[config.mk]
export PLATFORM = sky130hd
export DESIGN_NAME = ascsd_host_flat
export DESIGN_NICKNAME = d
export VERILOG_FILES = /design/src/verilog/ascsd_pkg.sv /design/src/verilog/ascsd_link_if.sv /design/src/verilog/ascsd_host.sv /design/src/flat_wrapper.sv
export SDC_FILE = /design/constraint.sdc
export NUM_CORES = 1
export LEC_CHECK = 0
export ABC_AREA = 1
export BUFFER_PORTS_ARGS = -buffer_cell sky130_fd_sc_hd__buf_2
export CAP_MARGIN = 20
export CORE_ASPECT_RATIO = 0.75
export CORE_MARGIN = 10
export CORE_UTILIZATION = 45
export CTS_CLUSTER_SIZE = 14
export DETAILED_ROUTE_END_ITERATION = 8
export GPL_ROUTABILITY_DRIVEN = 0
export PLACE_DENSITY = 0.64
export SYNTH_ARGS = -nofsm -noshare
export SYNTH_HDL_FRONTEND = slang
export SYNTH_SLANG_ARGS = --single-unit
[constraint.sdc]
create_clock -name sys_clk_in -period 3.1 [get_ports sys_clk_in]
set_clock_uncertainty 0.1 [all_clocks]
set_input_delay 0.62 -clock sys_clk_in [delete_from_list [all_inputs] [get_ports sys_clk_in]]
set_output_delay 0.62 -clock sys_clk_in [all_outputs]
set_load 0.02 [all_outputs]
[src/verilog/ascsd_pkg.sv]
package ascsd_pkg;

    // Clock and link timing
    localparam int SYS_CLK_MHZ              = 25;
    localparam int SCLK_HALF_CYCLES         = 8;
    localparam int CONV_SCLK_PERIODS        = 20;
    localparam int CONV_MIN_CYCLES          = CONV_SCLK_PERIODS * 2 * SCLK_HALF_CYCLES;
    localparam int INTER_FRAME_IDLE_TIME_NS = 50;
    localparam int INTER_FRAME_IDLE_CYCLES_RAW =
        (INTER_FRAME_IDLE_TIME_NS * SYS_CLK_MHZ + 999) / 1000;
    localparam int INTER_FRAME_IDLE_CYCLES  =
        (INTER_FRAME_IDLE_CYCLES_RAW < 1) ? 1 : INTER_FRAME_IDLE_CYCLES_RAW;

    // Frame layout
    localparam int SAMPLE_W    = 8;
    localparam int FRAME_BITS  = 16;
    localparam int LEAD_ZEROS  = 3;
    localparam int FIRST_DATA_FALL = LEAD_ZEROS + 1;

    // Falling-edge counts that steer the power mode and data capture
    localparam logic [4:0] FRAME_FALLS      = 5'h10;
    localparam logic [4:0] GLITCH_FALLS     = 5'h02;
    localparam logic [4:0] STAY_ON_FALLS    = 5'h0a;
    localparam logic [4:0] SHORT_STOP_FALLS = 5'h0c;
    localparam logic [4:0] SLEEP_STOP_FALLS = 5'h04;
    localparam logic [4:0] LAST_DATA_FALL   = 5'h0b;
    localparam logic [4:0] GLITCH_STOP_FALLS = 5'h01;

    // Reset values
    localparam logic       RESET_SHUTDOWN = 1'h0;
    localparam logic [2:0] SYNC_HIGH_RST  = 3'h7;
    localparam logic [2:0] SYNC_LOW_RST   = 3'h0;

    typedef enum logic [3:0] {
        ASCSD_OFF  = 4'h1,
        ASCSD_WAKE = 4'h2,
        ASCSD_IDLE = 4'h4,
        ASCSD_CONV = 4'h8
    } ascsd_dev_st_t;

    typedef enum logic [3:0] {
        ASCSD_H_IDLE  = 4'h1,
        ASCSD_H_HIGH  = 4'h2,
        ASCSD_H_LOW   = 4'h4,
        ASCSD_H_QUIET = 4'h8
    } ascsd_host_st_t;

    typedef enum logic [1:0] {
        ASCSD_FRAME_FULL  = 2'h0,
        ASCSD_FRAME_SHORT = 2'h1,
        ASCSD_FRAME_SLEEP  = 2'h2,
        ASCSD_FRAME_GLITCH = 2'h3
    } ascsd_frame_t;

    // Power mode left behind by a frame that ends after cnt falling edges
    function automatic logic ascsd_ends_off(input logic was_off, input logic [4:0] cnt);
        logic off;
        off = was_off;
        if (cnt >= STAY_ON_FALLS) begin
            off = 1'h0;
        end else if (was_off || cnt >= GLITCH_FALLS) begin
            off = 1'h1;
        end
        return off;
    endfunction

endpackage

[src/verilog/ascsd_link_if.sv]
interface ascsd_link_if;
    logic chip_sel_n;
    logic shift_clk;
    logic serial_sample_out;
    logic serial_sample_oe;

    modport dev (
        input  chip_sel_n,
        input  shift_clk,
        output serial_sample_out,
        output serial_sample_oe
    );

    modport host (
        output chip_sel_n,
        output shift_clk,
        input  serial_sample_out,
        input  serial_sample_oe
    );
endinterface

[src/verilog/ascsd_host.sv]
module ascsd_host #(
    parameter int SAMPLE_W  = ascsd_pkg::SAMPLE_W,
    parameter int HALF_CYC  = ascsd_pkg::SCLK_HALF_CYCLES,
    parameter int CONV_CYC  = ascsd_pkg::CONV_MIN_CYCLES,
    parameter int QUIET_CYC = ascsd_pkg::INTER_FRAME_IDLE_CYCLES
) (
    // Clock and reset
    input  wire logic                 sys_clk_in,
    input  wire logic                 reset_in,
    // Link
    ascsd_link_if.host                link,
    // User side
    input  wire logic                 start_in,
    input  wire ascsd_pkg::ascsd_frame_t frame_kind_in,
    output logic                      busy_out,
    output logic [SAMPLE_W-1:0]       data_out,
    output logic                      data_valid_out,
    output logic                      dummy_done_out
);
    import ascsd_pkg::*;

    logic [2:0]          sd_sync_q;
    logic [2:0]          sd_sync_d;
    logic                sd_st_q;
    logic                sd_st_d;

    ascsd_host_st_t      st_q;
    ascsd_host_st_t      st_d;
    logic [15:0]         half_q;
    logic [15:0]         half_d;
    logic [15:0]         gap_q;
    logic [15:0]         gap_d;
    logic [4:0]          falls_q;
    logic [4:0]          falls_d;
    logic [4:0]          stop_q;
    logic [4:0]          stop_d;
    logic                cs_n_q;
    logic                cs_n_d;
    logic                sclk_q;
    logic                sclk_d;
    logic                warm_q;
    logic                warm_d;
    logic                off_q;
    logic                off_d;
    logic                dummy_q;
    logic                dummy_d;
    logic [SAMPLE_W-1:0] smp_q;
    logic [SAMPLE_W-1:0] smp_d;
    logic [SAMPLE_W-1:0] data_q;
    logic [SAMPLE_W-1:0] data_d;
    logic                valid_q;
    logic                valid_d;
    logic                dmy_done_q;
    logic                dmy_done_d;
    logic                busy_q;
    logic                busy_d;

    always_comb begin
        sd_sync_d = {sd_sync_q[1:0], link.serial_sample_out};
        sd_st_d   = (sd_sync_q[1] == sd_sync_q[2]) ? sd_sync_q[2] : sd_st_q;
    end

    always_ff @(posedge sys_clk_in or posedge reset_in) begin
        if (reset_in) begin
            sd_sync_q <= SYNC_LOW_RST;
            sd_st_q   <= 1'h0;
        end else begin
            sd_sync_q <= sd_sync_d;
            sd_st_q   <= sd_st_d;
        end
    end

    always_comb begin
        st_d       = st_q;
        half_d     = (half_q != 16'h0000) ? half_q - 16'h0001 : half_q;
        gap_d      = (gap_q != 16'h0000) ? gap_q - 16'h0001 : gap_q;
        falls_d    = falls_q;
        stop_d     = stop_q;
        cs_n_d     = cs_n_q;
        sclk_d     = sclk_q;
        warm_d     = warm_q;
        off_d      = off_q;
        dummy_d    = dummy_q;
        smp_d      = smp_q;
        data_d     = data_q;
        valid_d    = 1'h0;
        dmy_done_d = 1'h0;
        case (st_q)
            ASCSD_H_IDLE: begin
                // Conversion rate bounded by the gap counter
                if (start_in && gap_q == 16'h0000) begin
                    cs_n_d  = 1'h0;
                    falls_d = 5'h00;
                    half_d  = 16'(HALF_CYC - 1);
                    gap_d   = 16'(CONV_CYC - 1);
                    dummy_d = ~warm_q;
                    st_d    = ASCSD_H_HIGH;
                    case (frame_kind_in)
                        ASCSD_FRAME_SHORT: stop_d = SHORT_STOP_FALLS;
                        ASCSD_FRAME_SLEEP: stop_d = SLEEP_STOP_FALLS;
                        ASCSD_FRAME_GLITCH: stop_d = GLITCH_STOP_FALLS;
                        default:           stop_d = FRAME_FALLS;
                    endcase
                end
            end
            ASCSD_H_HIGH: begin
                if (half_q == 16'h0000) begin
                    half_d = 16'(HALF_CYC - 1);
                    if (falls_q == stop_q) begin
                        cs_n_d = 1'h1;
                        st_d   = ASCSD_H_QUIET;
                        half_d = 16'(QUIET_CYC - 1);
                        off_d  = ascsd_ends_off(off_q, stop_q);
                        // Glitch frame leaves the device as it was
                        warm_d = ~off_d && (stop_q >= STAY_ON_FALLS
                            || (stop_q < GLITCH_FALLS && warm_q));
                        if (stop_q > LAST_DATA_FALL) begin
                            data_d     = smp_q;
                            valid_d    = ~dummy_q;
                            dmy_done_d = dummy_q;
                        end
                    end else begin
                        sclk_d  = 1'h0;
                        falls_d = falls_q + 5'h01;
                        st_d    = ASCSD_H_LOW;
                        if (falls_d >= 5'(FIRST_DATA_FALL) && falls_d <= LAST_DATA_FALL) begin
                            smp_d = {smp_q[SAMPLE_W-2:0], sd_st_q};
                        end
                    end
                end
            end
            ASCSD_H_LOW: begin
                if (half_q == 16'h0000) begin
                    sclk_d = 1'h1;
                    half_d = 16'(HALF_CYC - 1);
                    st_d   = ASCSD_H_HIGH;
                end
            end
            ASCSD_H_QUIET: begin
                if (half_q == 16'h0000) begin
                    st_d = ASCSD_H_IDLE;
                end
            end
            default: begin
                st_d   = ASCSD_H_IDLE;
                cs_n_d = 1'h1;
                sclk_d = 1'h1;
            end
        endcase
        busy_d = (st_d != ASCSD_H_IDLE);
    end

    always_ff @(posedge sys_clk_in or posedge reset_in) begin
        if (reset_in) begin
            st_q       <= ASCSD_H_IDLE;
            half_q     <= 16'h0000;
            gap_q      <= 16'h0000;
            falls_q    <= 5'h00;
            stop_q     <= 5'h00;
            cs_n_q     <= 1'h1;
            sclk_q     <= 1'h1;
            warm_q     <= 1'h0;
            off_q      <= 1'h0;
            dummy_q    <= 1'h0;
            smp_q      <= '0;
            data_q     <= '0;
            valid_q    <= 1'h0;
            dmy_done_q <= 1'h0;
            busy_q     <= 1'h0;
        end else begin
            st_q       <= st_d;
            half_q     <= half_d;
            gap_q      <= gap_d;
            falls_q    <= falls_d;
            stop_q     <= stop_d;
            cs_n_q     <= cs_n_d;
            sclk_q     <= sclk_d;
            warm_q     <= warm_d;
            off_q      <= off_d;
            dummy_q    <= dummy_d;
            smp_q      <= smp_d;
            data_q     <= data_d;
            valid_q    <= valid_d;
            dmy_done_q <= dmy_done_d;
            busy_q     <= busy_d;
        end
    end

    assign link.chip_sel_n = cs_n_q;
    assign link.shift_clk  = sclk_q;
    assign busy_out        = busy_q;
    assign data_out        = data_q;
    assign data_valid_out  = valid_q;
    assign dummy_done_out  = dmy_done_q;

endmodule

[src/flat_wrapper.sv]
// flat-port wrapper written by rule: the top's interface ports become plain ports
module ascsd_host_flat import ascsd_pkg::*;
#(
    parameter int SAMPLE_W  = ascsd_pkg::SAMPLE_W,
    parameter int HALF_CYC  = ascsd_pkg::SCLK_HALF_CYCLES,
    parameter int CONV_CYC  = ascsd_pkg::CONV_MIN_CYCLES,
    parameter int QUIET_CYC = ascsd_pkg::INTER_FRAME_IDLE_CYCLES
)
  (sys_clk_in, reset_in, start_in, frame_kind_in, busy_out, data_out, data_valid_out, dummy_done_out, link_chip_sel_n, link_shift_clk, link_serial_sample_out, link_serial_sample_oe);
  ascsd_link_if link_i ();
  input  wire logic sys_clk_in;
  input  wire logic reset_in;
  input  wire logic start_in;
  input  wire ascsd_pkg::ascsd_frame_t frame_kind_in;
  output logic busy_out;
  output logic [SAMPLE_W-1:0] data_out;
  output logic data_valid_out;
  output logic dummy_done_out;
  output wire logic [$bits(link_i.chip_sel_n)-1:0] link_chip_sel_n;
  output wire logic [$bits(link_i.shift_clk)-1:0] link_shift_clk;
  input wire logic [$bits(link_i.serial_sample_out)-1:0] link_serial_sample_out;
  input wire logic [$bits(link_i.serial_sample_oe)-1:0] link_serial_sample_oe;
  assign link_chip_sel_n = link_i.chip_sel_n;
  assign link_shift_clk = link_i.shift_clk;
  assign link_i.serial_sample_out = link_serial_sample_out;
  assign link_i.serial_sample_oe = link_serial_sample_oe;
  ascsd_host #(.SAMPLE_W(SAMPLE_W), .HALF_CYC(HALF_CYC), .CONV_CYC(CONV_CYC), .QUIET_CYC(QUIET_CYC)) u_core (.sys_clk_in(sys_clk_in), .reset_in(reset_in), .link(link_i), .start_in(start_in), .frame_kind_in(frame_kind_in), .busy_out(busy_out), .data_out(data_out), .data_valid_out(data_valid_out), .dummy_done_out(dummy_done_out));
endmodule
==> summary by stage <==
Critical path
The element type at the critical path start is a flip-flop. The critical path's most frequent cell is sky130_fd_sc_hd__nand2_1. The critical path endpoint category is a flip-flop. Counting both buffers and inverters, the worst setup path holds a total of 1.

For the worst setup path, the data required time is 3.21 ns. The standard cell with the maximum stage delay on the critical path is sky130_fd_sc_hd__dfrtp_1. The delay contributed by the slowest stage of the critical path is approximately 0.41 ns.

The cell family with the largest share of critical-path delay is simple AND/OR/NAND/NOR gates. STA puts the critical path data arrival time at between 2 and 2.5 ns. The critical path goes through nor2_1, nand2_1, nor2_1, nand2_1, inv_1, nand3_1, nand2_1, o21ai_0. The logic depth of the worst path, buffers included is 8. Of all nets on the critical path, the largest fanout is 15. The startpoint-to-endpoint class of the critical path is reg2reg.

The number of cells on the worst reg-to-reg path is 8.

Power
VDD sags by at most between 0.2 and 0.3 mV. For this design the static power due to leakage is about 0.0022 uW. Summing internal, switching and leakage power gives 2120 uW. The power per unit of standard cell area is ~480 nW/um^2.

Clocking
TritonCTS created 9 clock buffers. After clock tree synthesis, the flow added hold-fix buffers numbering 0. The buffers inserted during post-CTS setup optimization is 0. The number of clock sinks seen by CTS is 73. The number of H-tree levels is 3. The clock slew seen by the registers of the worst setup and hold paths is around 0.060 ns. The longest clock path from root to sink contains 2 buffers. For the worst-skew pair, the clock arrives at the later sink with an insertion delay of ~0.33 ns. The CTS tree is built. The buffer cell driving the clock tree root is sky130_fd_sc_hd__clkbuf_16.

The number of gates given a new drive strength after cts is 0.

Timing
Setup repair after global routing left no endpoint under its margin. The number of hold-slack violations in the final timing report is 0. Setup violations remaining at the end of the flow were counted as 0. The maximum frequency from static timing analysis is 457 MHz. The setup TNS after final layout is 0 ns. The worst setup margin is 0.911 ns. In the finished design, the share of the clock period the worst path needs comes to 0.706. After layout, the minimum clock period comes to about 2.2 ns. The transition at the pin with the smallest max-transition slack is around 0.53 ns. The number of pins exceeding their max-slew limit in the final report is 0. In this run the tightest slew margin relative to its limit is 0.648.

Drt
The routed via count divided by cell count is between 4 and 5. In the routed design, unresolved DRC markers number 0. The total detailed-routing wirelength is 7800 um. The routed wirelength normalized by instance count is between 10 and 15 um. The pre-antenna-repair detailed-routing pass consisted of 4 iterations. In this run the remaining antenna-violating nets after routing total 0. The routed layout has 3,053 vias.

The number of violations reported at the end of detailed-routing iteration 0 is 258.

Job
The tool flagged a number of max-cap violations equal to 0.

Die
Row generation in the floorplan step produced 29 rows. The floorplan step set the die width to about 130 um. The floorplan step set the die height to between 100 and 150 um. The area of the die is 12,800 um^2. The core area is ~8400 um^2. The top-level port count is 20. The initial core utilization is 0.461.

Placement
Buffers placed on the I/O ports in this run total 18. The total half-perimeter wirelength after legalization and detailed placement is 5620 um. The number of placed instances, taps included, is about 600. At the placement stage, the worst setup path has a slack of 0.926 ns.

Yosys
Of all flip-flops after synthesis, the portion carrying an async set or reset was 1.00. The library cell with the largest summed area after synthesis is sky130_fd_sc_hd__dfrtp_1. The cell area that synthesis handed to floorplanning was between 3000 and 4000 um^2.

The netlist uses 36 different library cells. The main flop type after synthesis is sky130_fd_sc_hd__dfrtp_1. The count of flip-flops with a built-in enable after synthesis is 0. Averaged over all synthesized cells, the footprint is between 8 and 9 um^2. In the post-synthesis netlist, the biggest area contributors are sky130_fd_sc_hd__dfrtp_1 45%, sky130_fd_sc_hd__nand2_1 11%, sky130_fd_sc_hd__nand3_1 5.9%, sky130_fd_sc_hd__inv_1 5.5%, sky130_fd_sc_hd__nor2_1 5.4%. The post-synthesis sequential area ratio is 0.472. Synthesis inferred between 70 and 80 register bits. Synthesis produced approximately 480 cells. Of the post-synthesis cell area, the dominant cell type holds 0.452. The total of warnings raised by yosys is 0. Counting every net in the synthesized netlist gives ~500.

Final layout
At the end of the flow the core is filled with cells to 0.526. The finished layout holds between 600 and 700 standard cells, fillers aside. Of the cells placed in the final design, the portion with a size suffix greater than 1 is 0.155.

The signed area change from the synthesized netlist to the final layout is 14.2%. The post-layout net count is 522. The total of fill cells in the finished design is ~800.

The number of antenna diodes is 0.

GRT
The first global-routing pass estimated roughly 14,000 um of wire. The number of global-route vias before repair was 2,933. The initial antenna violation count came to 0. The total global routing track utilization is 0.128. The maximum number of pins on one net before global-route repair is 60. Summed over all layers, the global routing overflow is 0.

Min path
In this run the worst hold path is classified as in2async.

Outcome
The run finished with clean final reports.
[stage by stage]
| stage | instance area [um^2] | hold WS (ns) |
|---|---|---|
| floorplan | 3880 | 0.231 |
| global placement | 4100 | 0.237 |
| detailed placement | 4100 | 0.236 |
| CTS | 4430 | 0.146 |
| finish | 4430 | 0.146 |
| global route | 4430 | 0.158 |
[per-layer routing]
layer / up-vias / track usage / part of all wire
li1: 1585 / - / -
met1: 1406 / 0.172 / 0.52
met2: 57 / 0.189 / 0.42
met3: 5 / 0.0421 / 0.055
met4: 0 / 0.0393 / 0.0095
met5: - / 0 / 0
[area by class of cell]
class,count,area (um^2),share of cell area
sequential,73,1830,0.413
multi-input combinational,340,1780,0.403
clock buffer,11,243,0.0548
inverter,60,226,0.0511
tap,108,135,0.0305
timing repair buffer,21,125,0.0283
clock inverter,5,85.1,0.0192
[cells by family after synthesis]
family          count (synthesis)  synth area share
buf+inv                        65            0.0681
fa+ha+maj                      11            0.0349
compound gates                 52            0.0845
simple gates                  263             0.309
flops                          73             0.472
xor+xnor                       14            0.0316
[final timing paths]
check / start / end / slack (ns)
worst max-delay path: u_core.gap_q[4]$_DFF_PP0_ / u_core.falls_q[0]$_DFFE_PP0P_ / 0.91
worst min-delay path: reset_in / u_core.sd_sync_q[0]$_DFF_PP0_ / 0.15
worst max register to register: u_core.gap_q[4]$_DFF_PP0_ / u_core.falls_q[0]$_DFFE_PP0P_ / 0.91
worst min register to register: u_core.sd_sync_q[0]$_DFF_PP0_ / u_core.sd_sync_q[1]$_DFF_PP0_ / 0.25
max in group asynchronous: reset_in / u_core.st_q[0]$_DFF_PP1_ / 2.10
min in group sys_clk_in: u_core.sd_sync_q[0]$_DFF_PP0_ / u_core.sd_sync_q[1]$_DFF_PP0_ / 0.25
[flip-flops by register name, summed over array words and instances, names as in the netlist, 3 cells and up]
| register | flops |
|---|---|
| u_core.data_out | 8 |
| u_core.falls_q | 5 |
| u_core.gap_q | 16 |
| u_core.half_q | 16 |
| u_core.sd_sync_q | 3 |
| u_core.smp_q | 8 |
| u_core.st_q | 4 |
| u_core.stop_q | 4 |
[synthesized netlist by cell type (3+ instances only)]
cell type and instances:
sky130_fd_sc_hd__dfstp_2 3, sky130_fd_sc_hd__nand2_1 117, sky130_fd_sc_hd__nor2_2 8, sky130_fd_sc_hd__nor2_1 56
sky130_fd_sc_hd__nor3_1 5, sky130_fd_sc_hd__a21oi_1 18, sky130_fd_sc_hd__nor2_4 4, sky130_fd_sc_hd__ha_1 10
sky130_fd_sc_hd__dfrtp_1 70, sky130_fd_sc_hd__nand2_2 5, sky130_fd_sc_hd__nand3_1 46, sky130_fd_sc_hd__inv_1 57
sky130_fd_sc_hd__nand3b_1 3, sky130_fd_sc_hd__or2_2 3, sky130_fd_sc_hd__o21ai_2 8, sky130_fd_sc_hd__nand4_1 10
sky130_fd_sc_hd__o22ai_1 4, sky130_fd_sc_hd__xnor2_1 5, sky130_fd_sc_hd__buf_2 3, sky130_fd_sc_hd__nand3_2 3
sky130_fd_sc_hd__xor2_1 9, sky130_fd_sc_hd__o21ai_0 13
[placed cells by master, fill, tap and decap left out, types with 8 or more instances in the layout]
cell,netlist,routed
sky130_fd_sc_hd__nand2_1,117,117
sky130_fd_sc_hd__o21ai_2,8,8
sky130_fd_sc_hd__inv_1,57,56
sky130_fd_sc_hd__nor2_1,56,56
sky130_fd_sc_hd__ha_1,10,10
sky130_fd_sc_hd__o21ai_0,13,13
sky130_fd_sc_hd__dfrtp_1,70,70
sky130_fd_sc_hd__clkbuf_16,0,9
sky130_fd_sc_hd__a21oi_1,18,18
sky130_fd_sc_hd__buf_2,3,18
sky130_fd_sc_hd__nand4_1,10,10
sky130_fd_sc_hd__xor2_1,9,9
sky130_fd_sc_hd__nor2_2,8,8
sky130_fd_sc_hd__nand3_1,46,46
[where the power goes]
group / internal (uW) / leakage, uW / switching, uW / total, uW
clock: 732 / 0.000157 / 405 / 1140
sequential: 956 / 0.000898 / 1.65 / 958
combinational: 7.25 / 0.00117 / 22.2 / 29.4
total: 1700 / 0.00222 / 429 / 2120
Power figures use the tool's default switching activity.
